### src/core/ccg_pkg.sv
// Purpose: shared constants and carrier types of the crc generator
// Assumes: one 20 MHz peripheral clock, byte-wide register port
// Notes:   offsets are the byte addresses of the register port
package ccg_pkg;
  // ==========================================================
  // register offsets
  localparam logic [2:0] ADDR_CONTROL = 3'h0;
  localparam logic [2:0] ADDR_STATUS  = 3'h2;
  localparam logic [2:0] ADDR_BYTE_IN = 3'h3;
  localparam logic [2:0] ADDR_CS0     = 3'h4;
  localparam logic [2:0] ADDR_CS1     = 3'h5;
  localparam logic [2:0] ADDR_CS2     = 3'h6;
  localparam logic [2:0] ADDR_CS3     = 3'h7;
  // ==========================================================
  // field positions
  localparam int CTL_RST_HI = 7;
  localparam int CTL_RST_LO = 6;
  localparam int CTL_WIDE   = 5;
  localparam int STS_ZERO   = 1;
  localparam int STS_BUSY   = 0;
  // ==========================================================
  // source codes
  localparam logic [3:0] SRC_OFF   = 4'h0;
  localparam logic [3:0] SRC_IO    = 4'h1;
  localparam logic [3:0] SRC_FLASH = 4'h2;
  localparam logic [1:0] SRC_DMA   = 2'h1;
  // ==========================================================
  // polynomials and checksum values
  localparam logic [15:0] POLY_NARROW = 16'h1021;
  localparam logic [31:0] POLY_WIDE   = 32'h04C11DB7;
  localparam logic [31:0] CS_ONES     = 32'hFFFFFFFF;
  localparam logic [31:0] CS_ZEROS    = 32'h00000000;
  localparam logic [7:0]  BYTE_ZERO   = 8'h00;
  // ==========================================================
  // carriers
  typedef struct packed {
    logic       wr;
    logic       rd;
    logic [2:0] addr;
    logic [7:0] wdata;
  } ccg_req_t;
  typedef struct packed {
    logic [3:0]      valid;
    logic [3:0]      done;
    logic [3:0][7:0] data;
  } ccg_dma_t;
  typedef struct packed {
    logic       valid;
    logic       done;
    logic [7:0] data;
  } ccg_flash_t;
  typedef struct packed {
    logic [3:0]  src;
    logic        wide;
    logic        busy;
    logic        zero;
    logic        rst_pend;
    logic        rst_ones;
    logic [31:0] raw;
    logic [7:0]  rdata;
  } ccg_state_t;
endpackage

### src/core/ccg_top.sv
// Purpose: byte-wide crc generator with selectable input source
// Assumes: inputs synchronous to I_CLOCK, reads answer one cycle late
// Notes:   all state is one struct, filled combinationally
//
// Operation
// - compute crc with 0x1021 or 0x04C11DB7 per polynomial select
// - wide and idle: checksum reads bit-reversed and inverted
// - narrow, or busy with io or dma source: checksum reads raw internal value
// - narrow by default; flash source forces wide polynomial
// - one byte per cycle, checksum updated one clock after write
// - reset field: 10 clears, 11 presets ones, reads zero
// - soft reset takes effect one cycle after reset high bit write
// - polynomial select bit ignored while busy
// - source codes: off, io, flash, dma channels zero to three
// - selected source locked until completion or soft reset
// - zero flag set on zero checksum at completion, cleared on select
// - wide residue 0x2144df1c, or zero with complemented checksum
// - busy while source in use; io completion by writing one
// - dma done or abort, or flash finish, clears busy
// - selected dma channel bytes are all folded in
// - checksum registers writable only with source disabled
// - flash source busy: checksum reads return zero
// - checksum bits 7 to 0 at offset 0x04
// - upper checksum bytes at offsets 0x05, 0x06 and 0x07
module ccg_top
(
  input  wire logic                I_CLOCK,
  input  wire logic                I_RST_N,
  input  wire ccg_pkg::ccg_req_t   I_REQ,
  input  wire ccg_pkg::ccg_dma_t   I_DMA,
  input  wire ccg_pkg::ccg_flash_t I_FLASH,
  output logic [7:0]               O_RDATA,
  output logic                     O_BUSY,
  output logic                     O_ZERO
);

  // ==========================================================
  // crc helpers
  // polynomial fold
  function automatic logic [31:0] crc_fold
  (
    input logic [31:0] crc,
    input logic [7:0]  din,
    input logic        wide
  );
    logic [31:0] c;
    logic        fb;
    c  = crc;
    fb = 1'b0;
    if (wide)
    begin
      // reflected input order gives the standard residue
      for (int i = 0; i < 8; i++)
      begin
        fb = c[31] ^ din[i];
        c  = {c[30:0], 1'b0} ^ (fb ? ccg_pkg::POLY_WIDE : ccg_pkg::CS_ZEROS);
      end
    end
    else
    begin
      for (int i = 7; i >= 0; i--)
      begin
        fb       = c[15] ^ din[i];
        c[15:0]  = {c[14:0], 1'b0} ^ (fb ? ccg_pkg::POLY_NARROW : 16'h0000);
      end
    end
    return c;
  endfunction

  function automatic logic [31:0] rev32(input logic [31:0] v);
    logic [31:0] r;
    r = ccg_pkg::CS_ZEROS;
    for (int i = 0; i < 32; i++)
    begin
      r[i] = v[31 - i];
    end
    return r;
  endfunction

  // ==========================================================
  // state
  ccg_pkg::ccg_state_t st;
  ccg_pkg::ccg_state_t next_st;

  logic        eff_wide;
  logic        src_dma;
  logic [1:0]  dma_ch;
  logic        hit_ctl;
  logic        hit_sts;
  logic        hit_byte;
  logic        hit_cs;
  logic [1:0]  cs_idx;
  logic        in_ok;
  logic [7:0]  in_byte;
  logic        done;
  logic        src_valid;
  logic [31:0] view;
  logic [7:0]  rd_mux;
  logic [3:0]  new_src;

  assign eff_wide  = st.wide | (st.src == ccg_pkg::SRC_FLASH);
  // dma codes 0100 to 0111 carry the channel in the low bits
  assign src_dma   = (st.src[3:2] == ccg_pkg::SRC_DMA);
  assign dma_ch    = st.src[1:0];
  assign hit_ctl   = I_REQ.wr & (I_REQ.addr == ccg_pkg::ADDR_CONTROL);
  assign hit_sts   = I_REQ.wr & (I_REQ.addr == ccg_pkg::ADDR_STATUS);
  assign hit_byte  = I_REQ.wr & (I_REQ.addr == ccg_pkg::ADDR_BYTE_IN);
  assign hit_cs    = I_REQ.wr & I_REQ.addr[2];
  assign cs_idx    = I_REQ.addr[1:0];
  assign new_src   = I_REQ.wdata[3:0];
  assign src_valid = (new_src == ccg_pkg::SRC_IO)
                   | (new_src == ccg_pkg::SRC_FLASH)
                   | (new_src[3:2] == ccg_pkg::SRC_DMA);

  // ==========================================================
  // input selection and completion
  always_comb
  begin
    in_ok   = 1'b0;
    in_byte = ccg_pkg::BYTE_ZERO;
    done    = 1'b0;
    if (st.busy)
    begin
      if (st.src == ccg_pkg::SRC_IO)
      begin
        in_ok   = hit_byte;
        in_byte = I_REQ.wdata;
        // software ends an io run by writing one to busy
        done    = hit_sts & I_REQ.wdata[ccg_pkg::STS_BUSY];
      end
      else if (st.src == ccg_pkg::SRC_FLASH)
      begin
        in_ok   = I_FLASH.valid;
        in_byte = I_FLASH.data;
        done    = I_FLASH.done;
      end
      else if (src_dma)
      begin
        // every byte through the selected channel
        in_ok   = I_DMA.valid[dma_ch];
        in_byte = I_DMA.data[dma_ch];
        // channel completion or abort ends the run
        done    = I_DMA.done[dma_ch];
      end
    end
  end

  // ==========================================================
  // read view of the checksum
  always_comb
  begin
    // wide and idle reads reversed and inverted
    view = (eff_wide & ~st.busy) ? ~rev32(st.raw) : st.raw;
    if ((st.src == ccg_pkg::SRC_FLASH) & st.busy)
    begin
      view = ccg_pkg::CS_ZEROS;
    end
    case (I_REQ.addr)
      ccg_pkg::ADDR_CONTROL:
        rd_mux = {2'b00, st.wide, 1'b0, st.src};
      ccg_pkg::ADDR_STATUS:
        rd_mux = {6'h00, st.zero, st.busy};
      ccg_pkg::ADDR_CS0:
        rd_mux = view[7:0];
      ccg_pkg::ADDR_CS1:
        rd_mux = view[15:8];
      ccg_pkg::ADDR_CS2:
        rd_mux = view[23:16];
      ccg_pkg::ADDR_CS3:
        rd_mux = view[31:24];
      default:
        rd_mux = ccg_pkg::BYTE_ZERO;
    endcase
  end

  // ==========================================================
  // next state
  always_comb
  begin
    next_st = st;
    if (I_REQ.rd)
    begin
      next_st.rdata = rd_mux;
    end
    if (st.rst_pend)
    begin
      // clear or preset, and release the source lock
      next_st.raw      = st.rst_ones ? ccg_pkg::CS_ONES : ccg_pkg::CS_ZEROS;
      next_st.src      = ccg_pkg::SRC_OFF;
      next_st.busy     = 1'b0;
      next_st.zero     = 1'b0;
      next_st.rst_pend = 1'b0;
    end
    else
    begin
      if (in_ok)
      begin
        next_st.raw = crc_fold(st.raw, in_byte, eff_wide);
      end
      // zero test on the value software will read
      if (done)
      begin
        next_st.busy = 1'b0;
        next_st.zero = eff_wide ? (next_st.raw == ccg_pkg::CS_ONES)
                                : (next_st.raw[15:0] == 16'h0000);
      end
      if (hit_ctl & ~st.busy)
      begin
        next_st.wide = I_REQ.wdata[ccg_pkg::CTL_WIDE];
        next_st.src  = new_src;
        if (src_valid)
        begin
          // a selected source marks the module busy
          // fresh selection drops the old zero result
          next_st.busy = 1'b1;
          next_st.zero = 1'b0;
        end
      end
      if (hit_cs & (st.src == ccg_pkg::SRC_OFF))
      begin
        next_st.raw[cs_idx*8 +: 8] = I_REQ.wdata;
      end
    end
    // the reset waits one cycle before it acts
    if (hit_ctl & I_REQ.wdata[ccg_pkg::CTL_RST_HI])
    begin
      next_st.rst_pend = 1'b1;
      next_st.rst_ones = I_REQ.wdata[ccg_pkg::CTL_RST_LO];
    end
  end

  always_ff @(posedge I_CLOCK)
  begin
    if (!I_RST_N)
    begin
      st <= '0;
    end
    else
    begin
      st <= next_st;
    end
  end

  assign O_RDATA = st.rdata;
  assign O_BUSY  = st.busy;
  assign O_ZERO  = st.zero;
endmodule // ccg_top

### config.mk
export PLATFORM = sky130hd
export DESIGN_NAME = ccg_top
export DESIGN_NICKNAME = d
export VERILOG_FILES = /design/src/core/ccg_pkg.sv /design/src/core/ccg_top.sv
export SDC_FILE = /design/constraint.sdc
export NUM_CORES = 1
export LEC_CHECK = 0
export ABC_AREA = 1
export CAP_MARGIN = 20
export CELL_PAD_IN_SITES_DETAIL_PLACEMENT = 2
export CELL_PAD_IN_SITES_GLOBAL_PLACEMENT = 2
export CORE_ASPECT_RATIO = 1.1
export CORE_MARGIN = 5
export CORE_UTILIZATION = 35
export DETAILED_ROUTE_END_ITERATION = 8
export DONT_BUFFER_PORTS = 1
export PLACE_DENSITY = 0.87
export SYNTH_ARGS = -nofsm -noshare
export SYNTH_HDL_FRONTEND = slang
export SYNTH_SLANG_ARGS = --single-unit
### constraint.sdc
create_clock -name I_CLOCK -period 4.5 [get_ports I_CLOCK]
set_input_delay 0.9 -clock I_CLOCK [delete_from_list [all_inputs] [get_ports I_CLOCK]]
set_output_delay 0.9 -clock I_CLOCK [all_outputs]
set_load 0.1 [all_outputs]
==> results of run 1 <==
[synth_stat cells (all sizes together), types with 2 or more instances]
| cell type | n |
|---|---|
| clkinv | 5 |
| o31ai | 16 |
| a22oi | 10 |
| a31oi | 7 |
| a21oi | 58 |
| o211ai | 10 |
| buf | 21 |
| o311ai | 3 |
| nand2 | 458 |
| nor2 | 66 |
| or2 | 2 |
| dfxtp | 49 |
| clkbuf | 14 |
| inv | 137 |
| a32oi | 3 |
| o41ai | 2 |
| o22ai | 7 |
| o21ai | 73 |
| nand3b | 2 |
| ha | 5 |
| nor3 | 3 |
| xor2 | 11 |
| nand3 | 136 |
[worst max-delay path, delay by kind of cell (launching register included)]
| kind | cells | cell delay (ns) |
|---|---|---|
| and+or+nand+nor | 19 | 2.52 |
| buffers and inverters | 2 | 0.33 |
| AOI/OAI and AO/OA | 1 | 0.42 |
| DFF | 1 | 0.51 |
[sequential cells by signal (all words and copies together), names as in the netlist]
name	cells
st	37
dma_ch	2
O_BUSY	1
O_ZERO	1
O_RDATA	8
[metrics by stage]
| step | hold WS [ns] | cells | utilization |
|---|---|---|---|
| finish | 0.509 | 1288 | 0.375 |
| global placement | 0.436 | 1279 | 0.365 |
| global route | 0.521 | 1288 | 0.375 |
| floorplan | 0.423 | 1101 | - |
| CTS | 0.502 | 1287 | 0.374 |
| detailed placement | 0.501 | 1279 | 0.365 |
[area by class of cell]
| class | instances | area (sq um) | area share |
|---|---|---|---|
| tap | 204 | 255 | 0.0415 |
| multi-input combinational | 875 | 4160 | 0.676 |
| sequential | 49 | 982 | 0.160 |
| inverter | 142 | 533 | 0.0866 |
| clock buffer | 5 | 125 | 0.0203 |
| timing repair buffer | 10 | 82.6 | 0.0134 |
| clock inverter | 3 | 17.5 | 0.00285 |
[path summary, 6_finish.rpt]
| path | to | slack [ns] | cells after the start |
|---|---|---|---|
| setup / recovery | O_ZERO | 0.64 | 22 |
| hold / removal | st[40] | 0.51 | 2 |
| setup reg to reg | O_ZERO | 0.64 | 22 |
| hold reg to reg | st[40] | 0.51 | 2 |
[kinds of logic after synthesis]
family / count (synthesis)
fa+ha+maj: 5
flops: 49
buf+inv: 177
xor+xnor: 11
compound gates: 191
simple gates: 668
[power breakdown]
group          internal, uW  switching (uW)  total [uW]
Clock                   205             187         393
Sequential              443            30.4         474
Combinational          86.1             241         327
[routing by layer]
metal  track usage  routed length, um  vias up
met5             0                  0        -
li1              -                  -     3510
met2         0.553              15300      355
met1         0.386              12800     3807
met3        0.0688               2510      133
met4         0.212               2580        0
==> impl_metrics.toml, run 1 <==
[floorplanning]
initial_core_util = 0.357
core_sq_um = 16400
dieArea_sq_um = 19500
io_pins = 75
rows = 49
die_y_um = 146
die_x_um = 133

[synthesis]
synth_async_sr_flop_share = 0
synth_top_family_by_area = "simple AND/OR/NAND/NOR gates"
syn_avg_cell_area_sq_um = 5.33
synth_ff_type = "dfxtp_1"
yosysWarnings = 0
ys_top_cells_by_area = "nand2_1 26%, dfxtp_1 17%, nand3_1 11%, inv_1 7.9%, o21ai_0 5.5%"
netlist_instances = 1101
synth.net_count = 1171
synth_edf_count = 0
yosysTopAreaCell = "nand2_1"
synth_adder_area_share = 0.0107
ys_seq_area_frac = 0.167
yosys_register_bits = 49
synth_top_area_share = 0.265
netlist_area_sq_um = 5870
synth.distinct_cells = 38
synthXorXnorAreaFrac = 0.0164
synth.mux.area_fraction = 0
yosys.area_share.simple = 0.492
synth_compound_area_frac = 0.189

[min_path]
hp-class = "reg -> reg"
hp-start = "st[40]"

[sta]
fmax_mhz = 259
finalSetupTns_ns = 0
timing.final.crit_share = 0.857
rsz0062_at_grt = "no"
final_hold_viol_count = 0
slew_headroom = 0.223
worst_pin_slew_ns = 1.16
slew_violations = 0
fin_skew_ns = 0.0209
period_minus_slack_ns = 3.86
setup_slack_ns = 0.641
setup_violations = 0

[placed_design]
routabilityCongestion = 0.960
port-buffer-count = 0
place_ws_ns = 0.751
dpl-instance-area_sq_um = 6000
dp_hpwl_mm = 26.3

[global_route]
grt_pass1_vias = 8395
grt_util_all_layers = 0.332
antenna_found_initial = 0
grt_pass1_wl_mm = 49.9
grt_max_degree = 36
overflow = 0

[critical_path]
crit_type = "reg -> reg"
worstPathRequired_ns = 4.73
cp-start-kind = "register"
crit_path_max_incr_delay_ns = 0.51
worstPathCellList = "inv_2 > nor2_4 > nand2_1 > inv_2 > nand2_1 > nand3_2 > nand2_2 > nand2_1 > nand2_1 > nand2_1 > nand2_1 > nand2_1 > nand2_2 > nand2_1 > nand3_1 > a21oi_1 > nand3_1 > nor2_1 > nand3_1 > nand2_1 > nor2_1 > nor2_1"
worst_path_most_repeated_cell = "nand2_1"
critPathSlowestCell = "dfxtp_1"
cp-end-kind = "register"
crit_path_start = "dma_ch[1]"
path_max_fanout = 11
r2r-start = "dma_ch[1]"
arrival_ns = 4.09

[clock_network]
postCtsSetupBuffers = 0
hold_buffers = 0
cts_buffers = 5
clock_latency_ns = 0.31
cts.repair.resized = 0
cts_tree = "built"
clk_pin_slew_ns = 0.08
cts_root_buf = "clkbuf_16"
clock_path_buffers = 2
htreeDepth = 2
cts.sinks = 49

[power]
vdd_drop_max_uv = 116
fin_total_pwr_uw = 1190
p_leak_uw = 0.00309
powerDensity_nw_per_um2 = 194

[final_layout]
antenna_cells = 0
drive_gt1_frac = 0.0849
final_cell_mix = "414 x nand2_1, 130 x nand3_1, 124 x inv_1, 64 x o21ai_0, 60 x nor2_1"
nNetsFinal = 1153
syn2layout_area_growth_pct = 4.88
fillCellCount = 2202
final_cell_area_sq_um = 6150
final_common_cell = "nand2_1"

[detailed_routing]
wl_mm = 33.2
vias = 7805
drc = 0
vias_per_cell = 6.06
wl_per_cell_um = 25.8
ant_nets = 0
drt_iter0_markers = 524
dr.pass1.iters = 5

[run]
cap_violations = 0

[run_status]
status = "finished clean"
No activity file was read; power rests on OpenSTA's default activity.
==> inputs of run 2 (changes only) <==
--- a/config.mk
+++ b/config.mk
@@ -14,7 +14,7 @@
 export CORE_UTILIZATION = 35
 export DETAILED_ROUTE_END_ITERATION = 8
 export DONT_BUFFER_PORTS = 1
-export PLACE_DENSITY = 0.87
+export PLACE_DENSITY_LB_ADDON = 0.1
 export SYNTH_ARGS = -nofsm -noshare
 export SYNTH_HDL_FRONTEND = slang
 export SYNTH_SLANG_ARGS = --single-unit
==> run 2 against run 1 <==
Net effect:
- power rose by 1.2%
- final cell count grew 0.16%
- largest power group unchanged
- utilization grew 0.14 points
==> impl_metrics.toml, run 2 (synthesized netlist as in run 1, its figures left out) <==
[floorplanning]
die_x_um = 133
initial_core_util = 0.357
dieArea_sq_um = 19500
io_pins = 75
die_y_um = 146
core_sq_um = 16400
rows = 49

[placed_design]
port-buffer-count = 0
dp_hpwl_mm = 25.6
routabilityCongestion = 0.944
dp_cells = 1282

[power]
powerDensity_nw_per_um2 = 196
p_leak_uw = 0.00311
vdd_drop_max_uv = 125

[critical_path]
reg2reg_depth = 21
timing.rr.end = "O_ZERO"
r2r-start = "st[48]"
crit_type = "reg -> reg"
cp-start-kind = "register"
arrival_ns = 3.85
worstPathRequired_ns = 4.73
cp-end-kind = "register"
path_max_fanout = 16
rrSetupSlack_ns = 0.88

[global_route]
overflow = 0
grt_max_degree = 33
grt_util_all_layers = 0.317
grt_pass1_wl_mm = 47.4
grt_pass1_vias = 8089
antenna_found_initial = 0

[detailed_routing]
wl_mm = 31.2
ant_nets = 0
drt_iter0_markers = 453
met2_length_mm = 14.9
vias = 7580
drc = 0
top_layer = "met4"
vias_per_cell = 5.88
wl_met3_mm = 1.66
wl_met1_mm = 12.6
wl_per_cell_um = 24.2
dr.pass1.iters = 6

[clock_network]
clock_path_buffers = 2
cts_tree = "built"
hold_buffers = 0
clk_pin_slew_ns = 0.07
cts.repair.resized = 0
cts_buffers = 5
clock_latency_ns = 0.30
postCtsSetupBuffers = 0
cts.sinks = 49
cts_root_buf = "clkbuf_16"
htreeDepth = 2

[min_path]
hp-start = "st[40]"
hold_path_depth = 2
min_to = "st[40]"
hp-class = "reg -> reg"

[sta]
final_hold_viol_count = 0
period_minus_slack_ns = 3.62
setup_violations = 0
slew_headroom = 0.275
fin_skew_ns = 0.00675
finalSetupTns_ns = 0
worst_pin_slew_ns = 1.09
timing.final.crit_share = 0.804
slew_violations = 0
rsz0062_at_grt = "no"
fmax_mhz = 276

[final_layout]
syn2layout_area_growth_pct = 5.27
largest_reg_flops = 37
fin_util = 0.376
antenna_cells = 0
final_cell_mix = "414 x nand2_1, 130 x nand3_1, 124 x inv_1, 64 x o21ai_0, 60 x nor2_1"
nNetsFinal = 1155
final_cell_count_no_fill = 1290
top_register = "st"
drive_gt1_frac = 0.0866
final_common_cell = "nand2_1"

[run]
cap_violations = 0

[run_status]
status = "finished clean"
==> run 2: cell types whose count changed in the layout (fill, tap and decap cells not counted), sizes merged <==
| cell | before | now |
|---|---|---|
| clkbuf | 5 | 7 |
| clkinvlp | 1 | 0 |
| buf | 10 | 12 |
| clkinv | 7 | 6 |
==> run 2: critical path: stages, from the launching register on <==
cell,delay [ns]
dfxtp_1,0.55
nor2_4,0.04
buf_4,0.17
nand2_2,0.31
inv_1,0.11
nand2_1,0.11
nand3_2,0.15
nand2_2,0.14
nand2_1,0.06
nand2_1,0.22
nand2_1,0.12
nand2_1,0.23
nand2_1,0.11
nand2_1,0.21
nand3_1,0.10
nand3_1,0.20
nand2_1,0.08
o21ai_0,0.18
nand4_1,0.16
nor2_1,0.16
nor2_1,0.06
nor2_1,0.08
==> run 2: cell type report <==
class	count	area [sq um]
fill	2199	10300
sequential	49	982
clock inverter	1	5.00
tap	204	255
clock buffer	7	153
multi-input combinational	875	4160
timing repair buffer	12	90.1
inverter	142	533
==> run 2: per-stage QoR <==
step / setup WS (ns) / hold WS [ns] / instance area [sq um] / power, uW
3_3_place_gp: 1.08 / 0.435 / 6020 / 786
4_1_cts: 0.944 / 0.481 / 6180 / 1210
6_report: 0.881 / 0.479 / 6180 / 1210
2_1_floorplan: 1.48 / 0.423 / 5870 / 698
3_5_place_dp: 0.973 / 0.470 / 6020 / 797
5_1_grt: 0.601 / 0.493 / 6180 / 1260
==> run 2: per-layer routing <==
metal / up-vias / global-route usage
met4: 0 / 0.191
met1: 3727 / 0.365
li1: 3511 / -
met5: - / 0
met2: 245 / 0.545
met3: 97 / 0.0550
==> run 2: how the worst max path moves through the flow <==
stage,from,endpoint,slack (ns)
floorplan,I_REQ[8],st[44],1.48
finish,st[48],O_ZERO,0.88
global placement,st[48],O_ZERO,1.08
global route,st[48],O_ZERO,0.60
detailed placement,st[48],O_ZERO,0.97
CTS,st[48],O_ZERO,0.94
==> run 2: power breakdown <==
group	switching, uW	internal (uW)	total (uW)
logic	233	87.5	320
clock network	180	236	416
registers	28.7	443	472
total	441	767	1210
==> inputs of run 3 (changes only) <==
--- a/config.mk
+++ b/config.mk
@@ -11,7 +11,7 @@
 export CELL_PAD_IN_SITES_GLOBAL_PLACEMENT = 2
 export CORE_ASPECT_RATIO = 1.1
 export CORE_MARGIN = 5
-export CORE_UTILIZATION = 35
+export CORE_UTILIZATION = 30
 export DETAILED_ROUTE_END_ITERATION = 8
 export DONT_BUFFER_PORTS = 1
 export PLACE_DENSITY_LB_ADDON = 0.1
==> constraint.sdc (replaced) <==
create_clock -name I_CLOCK -period 2.95 [get_ports I_CLOCK]
set_input_delay 0.59 -clock I_CLOCK [delete_from_list [all_inputs] [get_ports I_CLOCK]]
set_output_delay 0.59 -clock I_CLOCK [all_outputs]
set_load 0.1 [all_outputs]
==> run 3 against run 2 <==
Net effect:
- the flow now finishes with violations (negative setup slack)
- power up 72%
- via count up 16%
- combinational power up 130%
- global-route usage up 0.25 points
- critical path depth up 2
- largest cell class unchanged
==> impl_metrics.toml, run 3 (synthesized netlist as in run 1, its figures left out) <==
[run_status]
status = "complete, but fails checks"
violations = "negative setup slack"

[sta]
worst_pin_slew_ns = 1.01
slew_violations = 0
fmax_mhz = 323
slew_headroom = 0.329
hold_slack_ns = 0.422
final_hold_viol_count = 0
fin_skew_ns = 0.0126
period_minus_slack_ns = 3.10
setup_slack_ns = -0.147
timing.final.crit_share = 1.05
rsz0062_at_grt = "yes"
setup_violations = 4

[placed_design]
routabilityCongestion = 0.958
port-buffer-count = 0
dp_hpwl_mm = 29.8
dpl-instance-area_sq_um = 7060
place_ws_ns = -0.302

[clock_network]
clock_path_buffers = 2
cts_buffers = 5
cts_tree = "built"
hold_buffers = 0
clk_pin_slew_ns = 0.08
cts.sinks = 49
clock_latency_ns = 0.30
cts_root_buf = "clkbuf_16"
htreeDepth = 2

[critical_path]
worstPathRequired_ns = 3.19
critPathSlowestCell = "dfxtp_2"
rrSetupSlack_ns = -0.15
crit_path_max_incr_delay_ns = 0.35
worst_path_most_repeated_cell = "nand2_2"
worstPathCellList = "nor2_4 > buf_6 > nand2_2 > inv_2 > nand2_1 > nand3_2 > nand2_2 > nand2_1 > nand2_2 > buf_4 > nand2_2 > nand2_8 > xor2_4 > nand3_2 > nand2_1 > nand2_2 > nand2_2 > nand2_1 > nor2_1 > nand3_1 > nor2_1 > nor2_1 > nor2_1"
path_max_fanout = 9
cp-start-kind = "register"
arrival_ns = 3.34
crit_type = "reg -> reg"
cp-end-kind = "register"

[floorplanning]
io_pins = 75
die_x_um = 143
initial_core_util = 0.306
dieArea_sq_um = 22500
core_sq_um = 19200
die_y_um = 157
rows = 53

[final_layout]
final_cell_area_sq_um = 8240
antenna_cells = 0
final_cell_mix = "326 x nand2_1, 152 x buf_4, 120 x inv_1, 100 x nand3_1, 84 x nand2_2"
fillCellCount = 2379
seq_area_sq_um = 991
final_common_cell = "nand2_1"
syn2layout_area_growth_pct = 40.5
multi_input_area_sq_um = 4940
nNetsFinal = 1308
drive_gt1_frac = 0.317
top_register = "st"
largest_reg_flops = 37
fin_util = 0.430

[power]
vdd_drop_max_uv = 219
p_leak_uw = 0.00405
powerDensity_nw_per_um2 = 253

[global_route]
grt_pass1_vias = 8865
overflow = 0
grt_max_degree = 33
grt_util_all_layers = 0.319
grt_pass1_wl_mm = 53.4
antenna_found_initial = 0

[min_path]
hp-class = "in -> reg"

[detailed_routing]
vias_per_cell = 5.93
drt_iter0_markers = 526
wl_mm = 41.4
vias = 8819
ant_nets = 0
dr.pass1.iters = 5
drc = 0
wl_per_cell_um = 27.9

[run]
cap_violations = 0
[run 3: cell types whose count changed in the layout (fill, tap and decap cells not counted), sizes merged]
| cell | before | now |
|---|---|---|
| buf | 12 | 165 |
| clkbuf | 7 | 5 |
| clkinvlp | 0 | 2 |
[run 3: cell type report]
class                      instances  share of cell area
tap                              247              0.0375
clock inverter                     3             0.00304
clock buffer                       5              0.0152
sequential                        49               0.120
multi-input combinational        875               0.600
inverter                         142              0.0657
timing repair buffer             165               0.159
[run 3: routing by layer]
layer,routed length [um],track usage,up-vias
met3,2450,0.0513,207
li1,-,-,3820
met4,4400,0.203,0
met1,15000,0.354,4383
met5,0,0,-
met2,19600,0.564,409
[run 3: path summary, 6_finish.rpt]
check             startpoint     end  depth (start not counted)
setup / recovery      st[47]  O_ZERO                         23
hold / removal       I_RST_N  st[40]                          2
setup reg to reg      st[47]  O_ZERO                         23
hold reg to reg       st[40]  st[40]                          2
[run 3: what timing repair did]
| action | in CTS | in global routing |
|---|---|---|
| endpoints found under the setup margin | 11 | 17 |
| resized for setup | 44 | 185 |
| setup buffers | 3 | 21 |
| pin swaps | 6 | 57 |
[run 3: worst max-delay path: cells and delay by family (launching register included)]
kind | cells | cell delay [ns]
buffers and inverters | 3 | 0.44
flip-flops | 1 | 0.35
AND/OR/NAND/NOR | 19 | 2.00
XOR/XNOR | 1 | 0.23
[run 3: per-stage QoR]
| stage | std cells | TNS [ns] | total power, uW |
|---|---|---|---|
| floorplan | 1101 | 0 | 1060 |
| global placement | 1455 | -0.329 | 1290 |
| detailed placement | 1455 | -1.21 | 1320 |
| CTS | 1466 | 0 | 1960 |
| global route | 1486 | -1.64 | 2170 |
| finish | 1486 | -0.200 | 2080 |
[run 3: power breakdown]
part           switching [uW]  internal [uW]
Combinational             482            256
Sequential               47.8            675
Clock                     302            320
